--- src/pkg/pms_defs.svh ---
`ifndef PMS_DEFS_SVH
`define PMS_DEFS_SVH

`define PMS_ADR_CMD_SNAP     8'h00
`define PMS_ADR_CTRL         8'h01
`define PMS_ADR_CNT_LO       8'h02
`define PMS_ADR_CNT_HI       8'h03
`define PMS_ADR_BUS0         8'h04
`define PMS_ADR_SENSE0       8'h08
`define PMS_ADR_POWER0       8'h0c
`define PMS_ADR_STATE        8'h10
`define PMS_ADR_STATUS       8'h1c
`define PMS_ADR_POLAR        8'h1d
`define PMS_ADR_HALF         8'h1e
`define PMS_ADR_CMD_KEEP     8'h1f
`define PMS_ADR_SLOW         8'h20

`define PMS_CTRL_MODE_LSB    0
`define PMS_CTRL_ALERT_BIT   4
`define PMS_CTRL_CHOFF_LSB   8
`define PMS_SLOW_KEEP_BIT    0
`define PMS_SLOW_ENR_BIT     1
`define PMS_SLOW_ENF_BIT     2
`define PMS_SLOW_LVL_BIT     4
`define PMS_SLOW_RISE_BIT    5
`define PMS_SLOW_FALL_BIT    6
`define PMS_STATUS_POR_BIT   0

`define PMS_CTRL_RST         16'h0000
`define PMS_POLAR_RST        16'h0000
`define PMS_HALF_RST         16'h0000
`define PMS_SLOW_RST         16'h0000

`define PMS_MODE_1024        3'h0
`define PMS_MODE_256         3'h1
`define PMS_MODE_64          3'h2
`define PMS_MODE_8           3'h3
`define PMS_MODE_SINGLE      3'h4
`define PMS_MODE_SLEEP       3'h5

`define PMS_CLK_HZ           250000000
`define PMS_CLK_MHZ          250
`define PMS_SNAP_WIN_US      1000
`define PMS_SS_DLY_US        1000
`define PMS_SPS_1024         1024
`define PMS_SPS_256          256
`define PMS_SPS_64           64
`define PMS_SPS_8            8

`endif

--- src/pkg/pms_pkg.sv ---
package pms_pkg;

    typedef enum logic [2:0] {
        PMS_IDLE  = 3'b001,
        PMS_CONV  = 3'b010,
        PMS_SSDLY = 3'b100
    } pms_state_t;

    typedef struct packed {
        logic [15:0] bus;
        logic [15:0] sense;
        logic [29:0] power;
    } pms_result_t;

    typedef struct packed {
        logic [1:0]  chan;
        logic [16:0] busRaw;
        logic [16:0] senseRaw;
    } pms_sample_t;

    typedef struct packed {
        logic [2:0] mode;
        logic       alertPin;
        logic [3:0] chOff;
        logic [3:0] busBip;
        logic [3:0] senseBip;
        logic [3:0] busHalf;
        logic [3:0] senseHalf;
    } pms_cfg_t;

endpackage

--- src/verilog/pms_pin_sync.sv ---
module pms_pin_sync #(
    parameter logic RST_LVL = 1'b0
) (
    input  wire logic clock,
    input  wire logic reset_n,
    input  wire logic pinAsync,
    output logic      level,
    output logic      rise,
    output logic      fall
);
    logic meta_reg;
    logic sync_reg;
    logic last_reg;

    // meta_reg feeds only sync_reg
    always_ff @(posedge clock or negedge reset_n) begin
        if (!reset_n) begin
            meta_reg <= RST_LVL;
            sync_reg <= RST_LVL;
            last_reg <= RST_LVL;
        end else begin
            meta_reg <= pinAsync;
            sync_reg <= meta_reg;
            last_reg <= sync_reg;
        end
    end

    assign level = sync_reg;
    assign rise  = sync_reg & ~last_reg;
    assign fall  = ~sync_reg & last_reg;
endmodule // pms_pin_sync

--- src/verilog/pms_top.sv ---
// Chosen here: the address map and the strobed register port.
`include "pms_defs.svh"

// Summary of operation
// - sleep between cycles when slow or few channels
// - sleep keeps all state and results
// - sleep mode written, applied by snapshot
// - sleep from nothing else; timeout unaffected
// - power-down only by shutdown pin low
// - power-down restores all defaults except pd_reg and the pin synchronizers
// - power-on flag set at reset, host clears
// - slow pin forces 8 SPS next periodic cycle
// - alert assignment frees rate from pin
// - 8 SPS still programmable in alert use
// - single-shot starts 1 ms after pin rise
// - pin starts no cycle in sleep mode
// - pin edges issue limited snapshot
// - pin snapshot leaves pending config alone
// - results stable within 1 ms of edge
// - slow register: type, edge enables, status
// - 16-bit bus word, 14 MSBs form power
// - bipolar bus result is two's complement
// - sense unsigned or two's complement
// - half-range per channel keeps 16 bits
// - commands nacked 1 ms after snapshot
// - keep variant leaves accumulators alone
module pms_top #(
    parameter int unsigned SNAP_CYC  = `PMS_CLK_MHZ * `PMS_SNAP_WIN_US,
    parameter int unsigned SSDLY_CYC = `PMS_CLK_MHZ * `PMS_SS_DLY_US,
    parameter int unsigned PER_1024  = `PMS_CLK_HZ / `PMS_SPS_1024,
    parameter int unsigned PER_256   = `PMS_CLK_HZ / `PMS_SPS_256,
    parameter int unsigned PER_64    = `PMS_CLK_HZ / `PMS_SPS_64,
    parameter int unsigned PER_8     = `PMS_CLK_HZ / `PMS_SPS_8
) (
    input  wire logic                clock,
    input  wire logic                reset_n,
    input  wire logic [7:0]          regAddr,
    input  wire logic [15:0]         regWdata,
    input  wire logic                regWrite,
    input  wire logic                regRead,
    output logic      [15:0]         regRdata,
    output logic                     cmdNack,
    input  wire logic                shutdownPin_n,
    input  wire logic                slowPinIn,
    output logic                     firstAlarmOut,
    output logic                     firstAlarmOe,
    input  wire logic                alarmRequest,
    output logic                     convStart,
    output logic      [2:0]          cycleRate,
    input  wire logic                adcValid,
    input  wire pms_pkg::pms_sample_t adcSample,
    output logic                     sleepActive,
    output logic                     powerDownActive
);
    import pms_pkg::*;

    logic        shutLvl;
    logic        slowLvl;
    logic        slowRise;
    logic        slowFall;
    pms_state_t  state_reg;
    pms_state_t  state_next;
    pms_cfg_t    cfgAct_reg;
    pms_cfg_t    cfgPend_reg;
    logic        applyPend_reg;
    logic [15:0] slowCfg_reg;
    logic        riseSeen_reg;
    logic        fallSeen_reg;
    logic        porFlag_reg;
    logic [31:0] timer_reg;
    logic [31:0] busy_reg;
    logic [31:0] ssCnt_reg;
    logic [31:0] accCount_reg;
    logic [31:0] readCount_reg;
    logic [55:0] acc_reg [4];
    pms_result_t live_reg [4];
    pms_result_t done_reg [4];
    pms_result_t read_reg [4];
    logic [15:0] rdata_reg;
    logic        nack_reg;
    logic        conv_reg;
    logic [2:0]  rate_reg;
    logic        sleep_reg;
    logic        pd_reg;
    logic        alarm_reg;
    logic        alarmOe_reg;

    pms_pin_sync #(.RST_LVL(1'b1)) u_shut (
        .clock   (clock),
        .reset_n (reset_n),
        .pinAsync(shutdownPin_n),
        .level   (shutLvl),
        .rise    (),
        .fall    ()
    );

    pms_pin_sync #(.RST_LVL(1'b0)) u_slow (
        .clock   (clock),
        .reset_n (reset_n),
        .pinAsync(slowPinIn),
        .level   (slowLvl),
        .rise    (slowRise),
        .fall    (slowFall)
    );

    function automatic logic [15:0] fmtWord(input logic [16:0] raw, input logic bip,
                                            input logic half);
        logic [15:0] w;
        if (!bip)
            w = raw[16] ? 16'h0000 : raw[15:0];
        else if (!half)
            w = raw[16:1];
        else if (raw[16] != raw[15])
            w = raw[16] ? 16'h8000 : 16'h7fff;
        else
            w = raw[15:0];
        return w;
    endfunction

    wire pdNow     = ~shutLvl;
    wire wrCmd     = regWrite && !pdNow &&
                     (regAddr == `PMS_ADR_CMD_SNAP || regAddr == `PMS_ADR_CMD_KEEP);
    wire busyWin   = busy_reg != 32'h0;
    wire hostSnap  = wrCmd && !busyWin;
    wire hostKeep  = regAddr == `PMS_ADR_CMD_KEEP;
    wire pinIsIo   = !cfgAct_reg.alertPin;
    wire pinSnap   = pinIsIo && !pdNow &&
                     ((slowRise && slowCfg_reg[`PMS_SLOW_ENR_BIT]) ||
                      (slowFall && slowCfg_reg[`PMS_SLOW_ENF_BIT]));
    wire anySnap   = hostSnap || pinSnap;
    wire clearAcc  = hostSnap ? !hostKeep : (pinSnap && !slowCfg_reg[`PMS_SLOW_KEEP_BIT]);
    wire [2:0] mode      = cfgAct_reg.mode;
    wire       modeSleep = mode == `PMS_MODE_SLEEP;
    wire       modeShot  = mode == `PMS_MODE_SINGLE;
    wire       periodic  = mode <= `PMS_MODE_8;
    wire       allOff    = &cfgAct_reg.chOff;
    // unless pin is an alert output
    wire [2:0] effMode   = (slowLvl && pinIsIo) ? `PMS_MODE_8 : mode;
    wire [31:0] perSel   = (effMode == `PMS_MODE_1024) ? 32'(PER_1024) :
                           (effMode == `PMS_MODE_256)  ? 32'(PER_256)  :
                           (effMode == `PMS_MODE_64)   ? 32'(PER_64)   : 32'(PER_8);
    wire [1:0] lastChan  = !cfgAct_reg.chOff[3] ? 2'h3 :
                           !cfgAct_reg.chOff[2] ? 2'h2 :
                           !cfgAct_reg.chOff[1] ? 2'h1 : 2'h0;
    wire       idle      = state_reg == PMS_IDLE;
    wire       startPer  = idle && periodic && !allOff && timer_reg == 32'h0;
    wire       shotTrig  = idle && modeShot && pinIsIo && slowRise && !allOff;
    wire       ssDone    = state_reg == PMS_SSDLY && ssCnt_reg == 32'h0;
    wire       sampleIn  = adcValid && state_reg == PMS_CONV;
    wire       cycleEnd  = sampleIn && adcSample.chan == lastChan;
    wire [1:0] ch        = adcSample.chan;

    wire [15:0] busWord   = fmtWord(adcSample.busRaw, cfgAct_reg.busBip[ch],
                                    cfgAct_reg.busHalf[ch]);
    wire [15:0] senseWord = fmtWord(adcSample.senseRaw, cfgAct_reg.senseBip[ch],
                                    cfgAct_reg.senseHalf[ch]);
    // upper 14 bus bits times sense
    wire signed [14:0] busOp   = {cfgAct_reg.busBip[ch] & busWord[15], busWord[15:2]};
    wire signed [16:0] senseOp = {cfgAct_reg.senseBip[ch] & senseWord[15], senseWord};
    wire signed [31:0] prod    = 32'(busOp * senseOp);
    wire pms_result_t  newRes  = '{bus: busWord, sense: senseWord, power: prod[29:0]};

    always_comb begin
        state_next = state_reg;
        unique case (state_reg)
            PMS_IDLE: begin
                if (startPer)
                    state_next = PMS_CONV;
                else if (shotTrig)
                    state_next = PMS_SSDLY;
            end
            PMS_SSDLY: begin
                if (ssDone)
                    state_next = PMS_CONV;
            end
            PMS_CONV: begin
                if (cycleEnd)
                    state_next = PMS_IDLE;
            end
        endcase
    end

    // power-down returns every register to default except pd_reg, which goes high, and the pin synchronizers
    always_ff @(posedge clock or negedge reset_n) begin
        if (!reset_n)
            state_reg <= PMS_IDLE;
        else if (pdNow)
            state_reg <= PMS_IDLE;
        else
            state_reg <= state_next;
    end

    always_ff @(posedge clock or negedge reset_n) begin
        if (!reset_n) begin
            cfgAct_reg    <= '0;
            cfgPend_reg   <= '0;
            applyPend_reg <= 1'b0;
        end else if (pdNow) begin
            cfgAct_reg    <= '0;
            cfgPend_reg   <= '0;
            applyPend_reg <= 1'b0;
        end else begin
            if (regWrite && regAddr == `PMS_ADR_CTRL) begin
                cfgPend_reg.mode     <= regWdata[`PMS_CTRL_MODE_LSB +: 3];
                cfgPend_reg.alertPin <= regWdata[`PMS_CTRL_ALERT_BIT];
                cfgPend_reg.chOff    <= regWdata[`PMS_CTRL_CHOFF_LSB +: 4];
            end
            if (regWrite && regAddr == `PMS_ADR_POLAR)
                {cfgPend_reg.busBip, cfgPend_reg.senseBip} <= regWdata[7:0];
            if (regWrite && regAddr == `PMS_ADR_HALF)
                {cfgPend_reg.busHalf, cfgPend_reg.senseHalf} <= regWdata[7:0];
            // config changes land only between cycles
            if (applyPend_reg && idle) begin
                cfgAct_reg    <= cfgPend_reg;
                applyPend_reg <= hostSnap;
            end else if (hostSnap) begin
                applyPend_reg <= 1'b1;
            end
        end
    end

    always_ff @(posedge clock or negedge reset_n) begin
        if (!reset_n) begin
            slowCfg_reg  <= `PMS_SLOW_RST;
            riseSeen_reg <= 1'b0;
            fallSeen_reg <= 1'b0;
            porFlag_reg  <= 1'b1;
        end else if (pdNow) begin
            slowCfg_reg  <= `PMS_SLOW_RST;
            riseSeen_reg <= 1'b0;
            fallSeen_reg <= 1'b0;
            porFlag_reg  <= 1'b1;
        end else begin
            if (regWrite && regAddr == `PMS_ADR_SLOW)
                slowCfg_reg <= {13'h0000, regWdata[2:0]};
            // set wins over write-one clear
            riseSeen_reg <= slowRise || (riseSeen_reg &&
                !(regWrite && regAddr == `PMS_ADR_SLOW && regWdata[`PMS_SLOW_RISE_BIT]));
            fallSeen_reg <= slowFall || (fallSeen_reg &&
                !(regWrite && regAddr == `PMS_ADR_SLOW && regWdata[`PMS_SLOW_FALL_BIT]));
            if (regWrite && regAddr == `PMS_ADR_STATUS && regWdata[`PMS_STATUS_POR_BIT])
                porFlag_reg <= 1'b0;
        end
    end

    // rate period latched at cycle start
    // busy window also bounds result settling
    always_ff @(posedge clock or negedge reset_n) begin
        if (!reset_n) begin
            timer_reg <= 32'h0;
            busy_reg  <= 32'h0;
            ssCnt_reg <= 32'h0;
            rate_reg  <= `PMS_MODE_1024;
        end else if (pdNow) begin
            timer_reg <= 32'h0;
            busy_reg  <= 32'h0;
            ssCnt_reg <= 32'h0;
            rate_reg  <= `PMS_MODE_1024;
        end else begin
            if (!periodic)
                timer_reg <= 32'h0;
            else if (startPer)
                timer_reg <= perSel - 32'h1;
            else if (timer_reg != 32'h0)
                timer_reg <= timer_reg - 32'h1;
            if (anySnap)
                busy_reg <= 32'(SNAP_CYC) - 32'h1;
            else if (busyWin)
                busy_reg <= busy_reg - 32'h1;
            if (shotTrig)
                ssCnt_reg <= 32'(SSDLY_CYC) - 32'h1;
            else if (ssCnt_reg != 32'h0)
                ssCnt_reg <= ssCnt_reg - 32'h1;
            if (startPer)
                rate_reg <= effMode;
            else if (ssDone)
                rate_reg <= mode;
        end
    end

    // results change only on samples, snapshots or power-down
    always_ff @(posedge clock or negedge reset_n) begin
        if (!reset_n) begin
            for (int i = 0; i < 4; i++) begin
                live_reg[i] <= '0;
                done_reg[i] <= '0;
                read_reg[i] <= '0;
                acc_reg[i]  <= 56'h0;
            end
            accCount_reg  <= 32'h0;
            readCount_reg <= 32'h0;
        end else if (pdNow) begin
            for (int i = 0; i < 4; i++) begin
                live_reg[i] <= '0;
                done_reg[i] <= '0;
                read_reg[i] <= '0;
                acc_reg[i]  <= 56'h0;
            end
            accCount_reg  <= 32'h0;
            readCount_reg <= 32'h0;
        end else begin
            for (int i = 0; i < 4; i++) begin
                if (sampleIn && ch == 2'(i)) begin
                    live_reg[i] <= newRes;
                    acc_reg[i]  <= (clearAcc ? 56'h0 : acc_reg[i]) +
                                   {{26{prod[29]}}, prod[29:0]};
                end else if (clearAcc) begin
                    acc_reg[i] <= 56'h0;
                end
                if (cycleEnd)
                    done_reg[i] <= (ch == 2'(i)) ? newRes : live_reg[i];
                if (anySnap)
                    read_reg[i] <= done_reg[i];
            end
            if (anySnap)
                readCount_reg <= accCount_reg;
            accCount_reg <= (clearAcc ? 32'h0 : accCount_reg) + {31'h0, cycleEnd};
        end
    end

    wire [1:0]  rIdx    = regAddr[1:0];
    wire [7:0]  rBase   = {regAddr[7:2], 2'b00};
    wire [15:0] ctrlRd  = {4'h0, cfgPend_reg.chOff, 3'h0, cfgPend_reg.alertPin,
                           1'b0, cfgPend_reg.mode};
    wire [15:0] slowRd  = {9'h000, fallSeen_reg, riseSeen_reg, slowLvl, 1'b0,
                           slowCfg_reg[2:0]};
    wire [15:0] stateRd = {8'h00, rate_reg, busyWin, sleep_reg, state_reg};
    wire [15:0] rdMux   =
        (regAddr == `PMS_ADR_CTRL)    ? ctrlRd :
        (regAddr == `PMS_ADR_CNT_LO)  ? readCount_reg[15:0] :
        (regAddr == `PMS_ADR_CNT_HI)  ? readCount_reg[31:16] :
        (rBase == `PMS_ADR_BUS0)      ? read_reg[rIdx].bus :
        (rBase == `PMS_ADR_SENSE0)    ? read_reg[rIdx].sense :
        (rBase == `PMS_ADR_POWER0)    ? read_reg[rIdx].power[29:14] :
        (regAddr == `PMS_ADR_STATE)   ? stateRd :
        (regAddr == `PMS_ADR_STATUS)  ? {15'h0000, porFlag_reg} :
        (regAddr == `PMS_ADR_POLAR)   ? {8'h00, cfgPend_reg.busBip, cfgPend_reg.senseBip} :
        (regAddr == `PMS_ADR_HALF)    ? {8'h00, cfgPend_reg.busHalf, cfgPend_reg.senseHalf} :
        (regAddr == `PMS_ADR_SLOW)    ? slowRd : 16'h0000;
    // sleep depends on idle state, period timer, rate, slow pin level and alert use, channels and mode only
    wire sleepNext = idle && !startPer && (modeSleep || mode != `PMS_MODE_1024 ||
                     (slowLvl && pinIsIo) || (|cfgAct_reg.chOff));

    always_ff @(posedge clock or negedge reset_n) begin
        if (!reset_n) begin
            rdata_reg   <= 16'h0000;
            nack_reg    <= 1'b0;
            conv_reg    <= 1'b0;
            sleep_reg   <= 1'b0;
            pd_reg      <= 1'b0;
            alarm_reg   <= 1'b0;
            alarmOe_reg <= 1'b0;
        end else begin
            rdata_reg   <= (regRead && !pdNow) ? rdMux : 16'h0000;
            nack_reg    <= wrCmd && busyWin;
            conv_reg    <= !pdNow && (startPer || ssDone);
            sleep_reg   <= !pdNow && sleepNext;
            pd_reg      <= pdNow;
            // alert use leaves mode table intact
            alarm_reg   <= !pdNow && cfgAct_reg.alertPin && alarmRequest;
            alarmOe_reg <= !pdNow && cfgAct_reg.alertPin;
        end
    end

    assign regRdata        = rdata_reg;
    assign cmdNack         = nack_reg;
    assign convStart       = conv_reg;
    assign cycleRate       = rate_reg;
    assign sleepActive     = sleep_reg;
    assign powerDownActive = pd_reg;
    assign firstAlarmOut   = alarm_reg;
    assign firstAlarmOe    = alarmOe_reg;
endmodule // pms_top
--- config.mk ---
export PLATFORM = sky130hd
export DESIGN_NAME = pms_top
export DESIGN_NICKNAME = d
export VERILOG_FILES = /design/src/pkg/pms_pkg.sv /design/src/verilog/pms_pin_sync.sv /design/src/verilog/pms_top.sv
export VERILOG_INCLUDE_DIRS = /design/src /design/src/pkg
export SDC_FILE = /design/constraint.sdc
export NUM_CORES = 2
export LEC_CHECK = 0
export ABC_AREA = 1
export BUFFER_PORTS_ARGS = -buffer_cell sky130_fd_sc_hd__buf_2
export CAP_MARGIN = 10
export CORE_MARGIN = 4
export CORE_UTILIZATION = 38
export CTS_CLUSTER_SIZE = 12
export DETAILED_ROUTE_END_ITERATION = 6
export GPL_TIMING_DRIVEN = 1
export RECOVER_POWER = 25
export SLEW_MARGIN = 20
export SYNTH_ARGS = -nofsm -noshare
export SYNTH_HDL_FRONTEND = slang
export SYNTH_SLANG_ARGS = --single-unit
--- constraint.sdc ---
create_clock -name clock -period 9.8 [get_ports clock]
set_input_delay 1.47 -clock clock [delete_from_list [all_inputs] [get_ports clock]]
set_output_delay 1.47 -clock clock [all_outputs]
set_load 0.05 [all_outputs]
# [Word level (Yosys, flattened, before mapping)]
# Cells that the tools add are included.
[totals] regBits=992 inputBits=68 output_inout_bits=25 wordCells=305
[op_classes] addsub=5 multipliers=1 magnitude_cmp=3 n_eq_ne=45 muxes=98 n_bitwise=8 reduce_logical=71
[op_table] op="62-bit 2-to-1 mux" count=18
[op_table] op="248-bit 2-to-1 mux" count=3
[op_table] op="32-bit 2-to-1 mux" count=14
[op_table] op="16-bit 2-to-1 mux" count=17
[op_table] op="62-bit binary-select mux with 2-bit select" count=1
[op_table] op="32-bit nonzero test" count=3
[op_table] op="32-bit by 1-bit subtractor with 32-bit output (second input constant)" count=3
[op_table] op="25-bit 2-to-1 mux" count=3
[op_table] op="24-bit 2-to-1 mux" count=3
[op_table] op="32-bit logical NOT" count=2
[op_table] op="8-bit 2-to-1 mux" count=7
[op_table] op="1-bit logical AND" count=42
[op_table] op="8-bit by 5-bit equality test with 1-bit output (second input constant)" count=5
[op_table] op="3-bit 2-to-1 mux" count=11
[op_table] op="32-bit by 1-bit adder with 32-bit output" count=1
[op_table] op="15-bit by 17-bit multiplier with 30-bit output" count=1
[op_table] op="25-bit by 1-bit subtractor with 26-bit output (second input constant)" count=1
[op_table] op="2-bit != test (second input constant)" count=12
[op_table] op="3-bit != test (second input constant)" count=6
[op_table] op="8-bit by 2-bit equality test with 1-bit output (second input constant)" count=2
[op_table] op="1-bit 2-to-1 mux" count=13
[op_table] op="6-bit by 2-bit equality test with 1-bit output (second input constant)" count=2
[op_table] op="3-bit equality test (second input constant)" count=3
[op_table] op="1-bit logical OR" count=9
[op_table] op="other kinds (28)" count=49

# [Depth between registers and ports, before layout]
[logic_depth] depth_word=13 depth_mapped=40 depth_no_buf=37

# [By module]
# Synthesis repeated with hierarchy kept, for this count alone.
[hier_totals] cells_unflattened=5830 area_unflattened_um2=47573.1
[modules_own_cells] mod="pms_top" instances=1 cells_per_inst=5816 area_per_inst_um2=47389.2 seq_area_each_um2=20497.2
[modules_own_cells] mod="pms_pin_sync (u_shut)" instances=1 cells_per_inst=7 area_per_inst_um2=93.8 seq_area_each_um2=78.8
[modules_own_cells] mod="pms_pin_sync (u_slow)" instances=1 cells_per_inst=7 area_per_inst_um2=90.1 seq_area_each_um2=75.1

# [Least setup slack after synthesis]
# Ideal clock, no wire load.
[synth_path] path_kind="input port to flip-flop" startpoint="input adcSample[35] in the netlist's numbering" endpoint="register live_reg[215] in the netlist's numbering" setup_ps=66 t_arrival_ps=8170 required_ps=9734 slack_ps=1564 stages=33 n_path_buf=4 cell_sequence="buf_4 > inv_1 > nand2_1 > nand2_1 > buf_4 > clkbuf_1 > o21ai_0 > nand2_1 > nand2_1 > clkinv_1 > clkbuf_1 > nand2_1 > fa_1 > inv_1 > fa_1 > inv_1 > fa_1 > inv_1 > fa_1 > inv_1 > fa_1 > fa_1 > inv_1 > ha_1 > a21oi_1 > inv_1 > a31oi_1 > nor2_1 > a2111oi_0 > nand3_1 > nand2_2 > nand3_1 > nand2_1"
[synth_between] elab_chain_len=8 word_cells_on_any_way=20 classes_between="1 x mul; 1 x eq/ne; 14 x mux; 2 x bitwise; 2 x reduce/logical"
[synth_lines] item="start, declared" line="pms_top.sv:51" text="input wire pms_pkg::pms_sample_t adcSample,"
[synth_lines] item="1-bit binary-select mux with 2-bit select, on equally long branches" line="pms_top.sv:154, pms_top.sv:156"
[synth_lines] item="1-bit 2-to-1 mux, on equally long branches" line="pms_top.sv:154, pms_top.sv:156"
[synth_lines] item="16-bit 2-to-1 mux" line="pms_top.sv:111" text="else if (!half)"
[synth_lines] item="16-bit 2-to-1 mux" line="pms_top.sv:109" text="if (!bip)"
[synth_lines] item="1-bit bitwise AND, on equally long branches" line="pms_top.sv:158, pms_top.sv:159"
[synth_lines] item="15-bit by 17-bit multiplier with 30-bit output" line="pms_top.sv:160" text="wire signed [31:0] prod = 32'(busOp * senseOp);"
[synth_lines] item="62-bit 2-to-1 mux" line="pms_top.sv:303" text="if (sampleIn && ch == 2'(i)) begin"
[synth_lines] item="248-bit 2-to-1 mux" line="pms_top.sv:292" text="end else if (pdNow) begin"
[synth_lines] item="end signal, assigned by index" line="pms_top.sv:304" text="live_reg[i] <= newRes;"
[synth_lines] item="end, declared" line="pms_top.sv:76" text="pms_result_t live_reg [4];"
# Several ways; a longest one is shown, not always the timed one. The select of a mux whose other input is x is not followed.
# A chain may end at the register's enable or synchronous reset.

# [Final worst setup path]
[layout_path] startpoint="input adcSample[34] in the netlist's numbering" endpoint="register live_reg[77] in the netlist's numbering"
[layout_between] elab_chain_len=8 word_cells_on_any_way=19 classes_between="1 x mul; 2 x eq/ne; 14 x mux; 1 x bitwise; 1 x reduce/logical"
[layout_lines] item="1-bit binary-select mux with 2-bit select" line="pms_top.sv:154" text="cfgAct_reg.busHalf[ch]);"
[layout_lines] item="1-bit 2-to-1 mux (not written as such)" line="pms_top.sv:154"
[layout_lines] item="16-bit 2-to-1 mux" line="pms_top.sv:111"
[layout_lines] item="16-bit 2-to-1 mux" line="pms_top.sv:109"
[layout_lines] item="1-bit bitwise AND" line="pms_top.sv:158" text="wire signed [14:0] busOp = {cfgAct_reg.busBip[ch] & busWord[15], busWord[15:2]};"
[layout_lines] item="15-bit by 17-bit multiplier with 30-bit output" line="pms_top.sv:160"
[layout_lines] item="62-bit 2-to-1 mux" line="pms_top.sv:303"
[layout_lines] item="248-bit 2-to-1 mux" line="pms_top.sv:292"
# Several ways; a longest one is shown, not always the timed one. The select of a mux whose other input is x is not followed.

==> results.sh <==
export IMPL_wl_met2_um=73050
export IMPL_clock_latency_ns=0.66
export IMPL_yosysTopAreaCellShare_pct=42.98
export IMPL_fin_crit_sh_pct=90.88
export IMPL_wl_per_cell_um=20.47
export IMPL_path_clk_slew_ns=0.06
export IMPL_postSynth_asyncResetShare_pct=100.0
export IMPL_synth_area_mm2=0.04774
export IMPL_cp_depth=34
export IMPL_io_buffers=88
export IMPL_r2r_cells=7
export IMPL_h_tree_depth=3
export IMPL_clockRootBuffer="clkbuf_16"
export IMPL_ir_drop_mv=0.5026
export IMPL_dpl_instance_area_mm2=0.05023
export IMPL_power_density_mw_per_mm2=339.7
export IMPL_viasPerCell=5.316
export IMPL_synth_edff_count=0
export IMPL_setup_worst_path_start_class="input pin"
export IMPL_coreArea_mm2=0.1243
export IMPL_routed_wl_um=156300
export IMPL_area_growth_pct=10.92
export IMPL_violations="max-capacitance violations, max-slew violations"
export IMPL_synthCells=5925
export IMPL_wl_met1_um=67450
export IMPL_rsz0062_at_grt="no"
export IMPL_numCtsBuffers=87
export IMPL_finalSetupTns_ns=0
export IMPL_hold_depth=0
export IMPL_outcome="finished with violations"
export IMPL_tightest_slew_ns=5.837
export IMPL_top_layer_used="met4"
export IMPL_utilization_pct=42.61
export IMPL_place_congestion=0.9448
export IMPL_dieHeight_um=362.5
export IMPL_cts_setup_buffers=0
export IMPL_drtIter0Drc=4119
export IMPL_whs_ns=0.3619
export IMPL_crit_type="input pin to register"
export IMPL_crit_top_cell="nand2_1"
export IMPL_initial_core_util_pct=38.42
export IMPL_hold_path_class="register to register"
export IMPL_dp_hpwl_um=104700
export IMPL_path_buf_inv=9
export IMPL_setup_viol=0
export IMPL_grt_max_degree=173
export IMPL_synth_flop_cell="dfrtp_1"
export IMPL_power_total_mw=17.99
export IMPL_synth_cells_most_frequent="nand2_1 (1398), dfrtp_1 (820), inv_1 (773)"
export IMPL_grt_pass1_wl_um=243000
export IMPL_crit_family="adder cells"
export IMPL_synth_seq_cells=824
export IMPL_cp_slowest_cell="xor2_2"
export IMPL_skew_ns=0.02444
export IMPL_fmax_mhz=112.3
export IMPL_grt_ovfl_total=0
export IMPL_drtAntennaViolNets=0
export IMPL_num_vias=40594
export IMPL_endpoint_kind="register"
export IMPL_yosys_area_top_type="dfrtp_1"
export IMPL_min_period_ns=8.907
export IMPL_cts_hold_fix_buffers=0
export IMPL_rows=129
export IMPL_maxSlewHeadroom_pct=-289.1
export IMPL_die_x_um=362.5
export IMPL_arrival_ns=9.46
export IMPL_worst_path_max_fanout=29
export IMPL_stdcell_area_mm2=0.05296
export IMPL_pin_count=93
export IMPL_ctsResizeCount=0
export IMPL_drtPass1Iterations=6
export IMPL_clock_sinks=824
export IMPL_track_usage_pct=23.72
export IMPL_finalHoldViolations=0
export IMPL_required_ns=10.36
export IMPL_synth_area_top_cells="dfrtp_1 (43%), nand2_1 (11%), fa_1 (9.9%), o21ai_0 (7.4%), inv_1 (6.1%)"
export IMPL_synth_cell_type_count=64
export IMPL_antenna_found_initial=3
export IMPL_yosysMostFrequentCell="nand2_1"
export IMPL_first_global_vias=40403
export IMPL_synth_avg_cell_area_um2=8.058
export IMPL_nets=6331
export IMPL_slew_viol_final=417
export IMPL_synthesis_nets=6316
export IMPL_leakage_nw=25.65
export IMPL_yosys_warnings=0
export IMPL_met3_length_um=10880
export IMPL_cap_violations=5
export IMPL_cts_tree="done"
export IMPL_drive_gt1_share_pct=7.269
export IMPL_drcViolationCount=0
export IMPL_cts_buffer_depth=3
export IMPL_die_area_mm2=0.1314
export IMPL_fillers=12479
export IMPL_cp_slowest_stage_delay_ns=0.52
export IMPL_ys_seq_area_share_pct=43.20
stage by stage:
step                worst slack [ns]  cells
global placement              0.5452   7488
detailed placement            0.5134   7488
CTS                            1.192   7635
finish                        0.8933   7636
global route                  0.4106   7635
floorplan                      1.564   5925
worst paths after layout:
kind / from / to / slack (ns)
setup / recovery: adcSample[34] / live_reg[77] / 0.89
hold / removal: u_shut.meta_reg / u_shut.level / 0.36
setup reg to reg: u_shut.level / read_reg[213] / 1.14
hold reg to reg: u_shut.meta_reg / u_shut.level / 0.36
max in group asynchronous: reset_n / done_reg[241] / 2.34
min in group asynchronous: reset_n / ssCnt_reg[27] / 2.50
routing by layer:
| metal | up-vias | track usage, % |
|---|---|---|
| met5 | - | 0 |
| met2 | 1389 | 38.91 |
| met1 | 19970 | 32.65 |
| met3 | 251 | 3.256 |
| li1 | 18984 | - |
| met4 | 0 | 7.627 |
power breakdown:
group	switching (mW)	internal (mW)	leakage (nW)	total, mW
Clock	1.40	1.91	1.37	3.31
Sequential	0.246	3.78	11.3	4.03
Combinational	7.23	3.42	13.0	10.6
worst reg2reg max path: stages, from the launching register on:
cell	delay [ns]
dfstp_1	1.13
clkbuf_1	4.14
nand3_1	0.90
nand2_4	0.39
buf_4	0.90
buf_4	0.73
nand2_1	0.25
o21ai_0	0.13
layout by cell type, fill, tap and decap left out, drive strengths merged, types with 13 or more instances in the layout:
cell / netlist / routed
nand2: 1416 / 1416
a221oi: 14 / 14
clkbuf: 251 / 128
nor2: 621 / 621
xor2: 47 / 47
clkinv: 10 / 25
xnor2: 29 / 29
o22ai: 165 / 165
nand3: 275 / 275
buf: 35 / 207
dfrtp: 820 / 820
a31oi: 16 / 16
a21oi: 145 / 145
fa: 235 / 235
o21ai: 720 / 720
ha: 88 / 88
inv: 791 / 792
o211ai: 14 / 14
a211oi: 13 / 13
nor3: 57 / 57
nor4: 30 / 30
nand4: 54 / 54
cell type report:
cell class              count  area, um2  share of cell area (%)
flip-flops and latches    824      20620                   38.95
well taps                1637       2048                   3.868
diodes                      1      2.502                0.004725
multi-input cells        4014      23080                   43.58
clock inverters            24      347.8                  0.6568
inverters                 801       3017                   5.696
repair buffers            212       1406                   2.656
clock buffers             123       2432                   4.593
kinds of logic after synthesis:
kind of cell             Yosys count  synth area share, %
AND/OR/NAND/NOR                 2471                21.40
buffers and inverters           1087                8.679
XOR/XNOR                          76                1.426
AO/OA/AOI/OAI                   1144                13.14
flip-flops                       824                43.20
adder cells (fa/ha/maj)          323                12.16
Note: power is estimated with default switching activity, not from simulation.
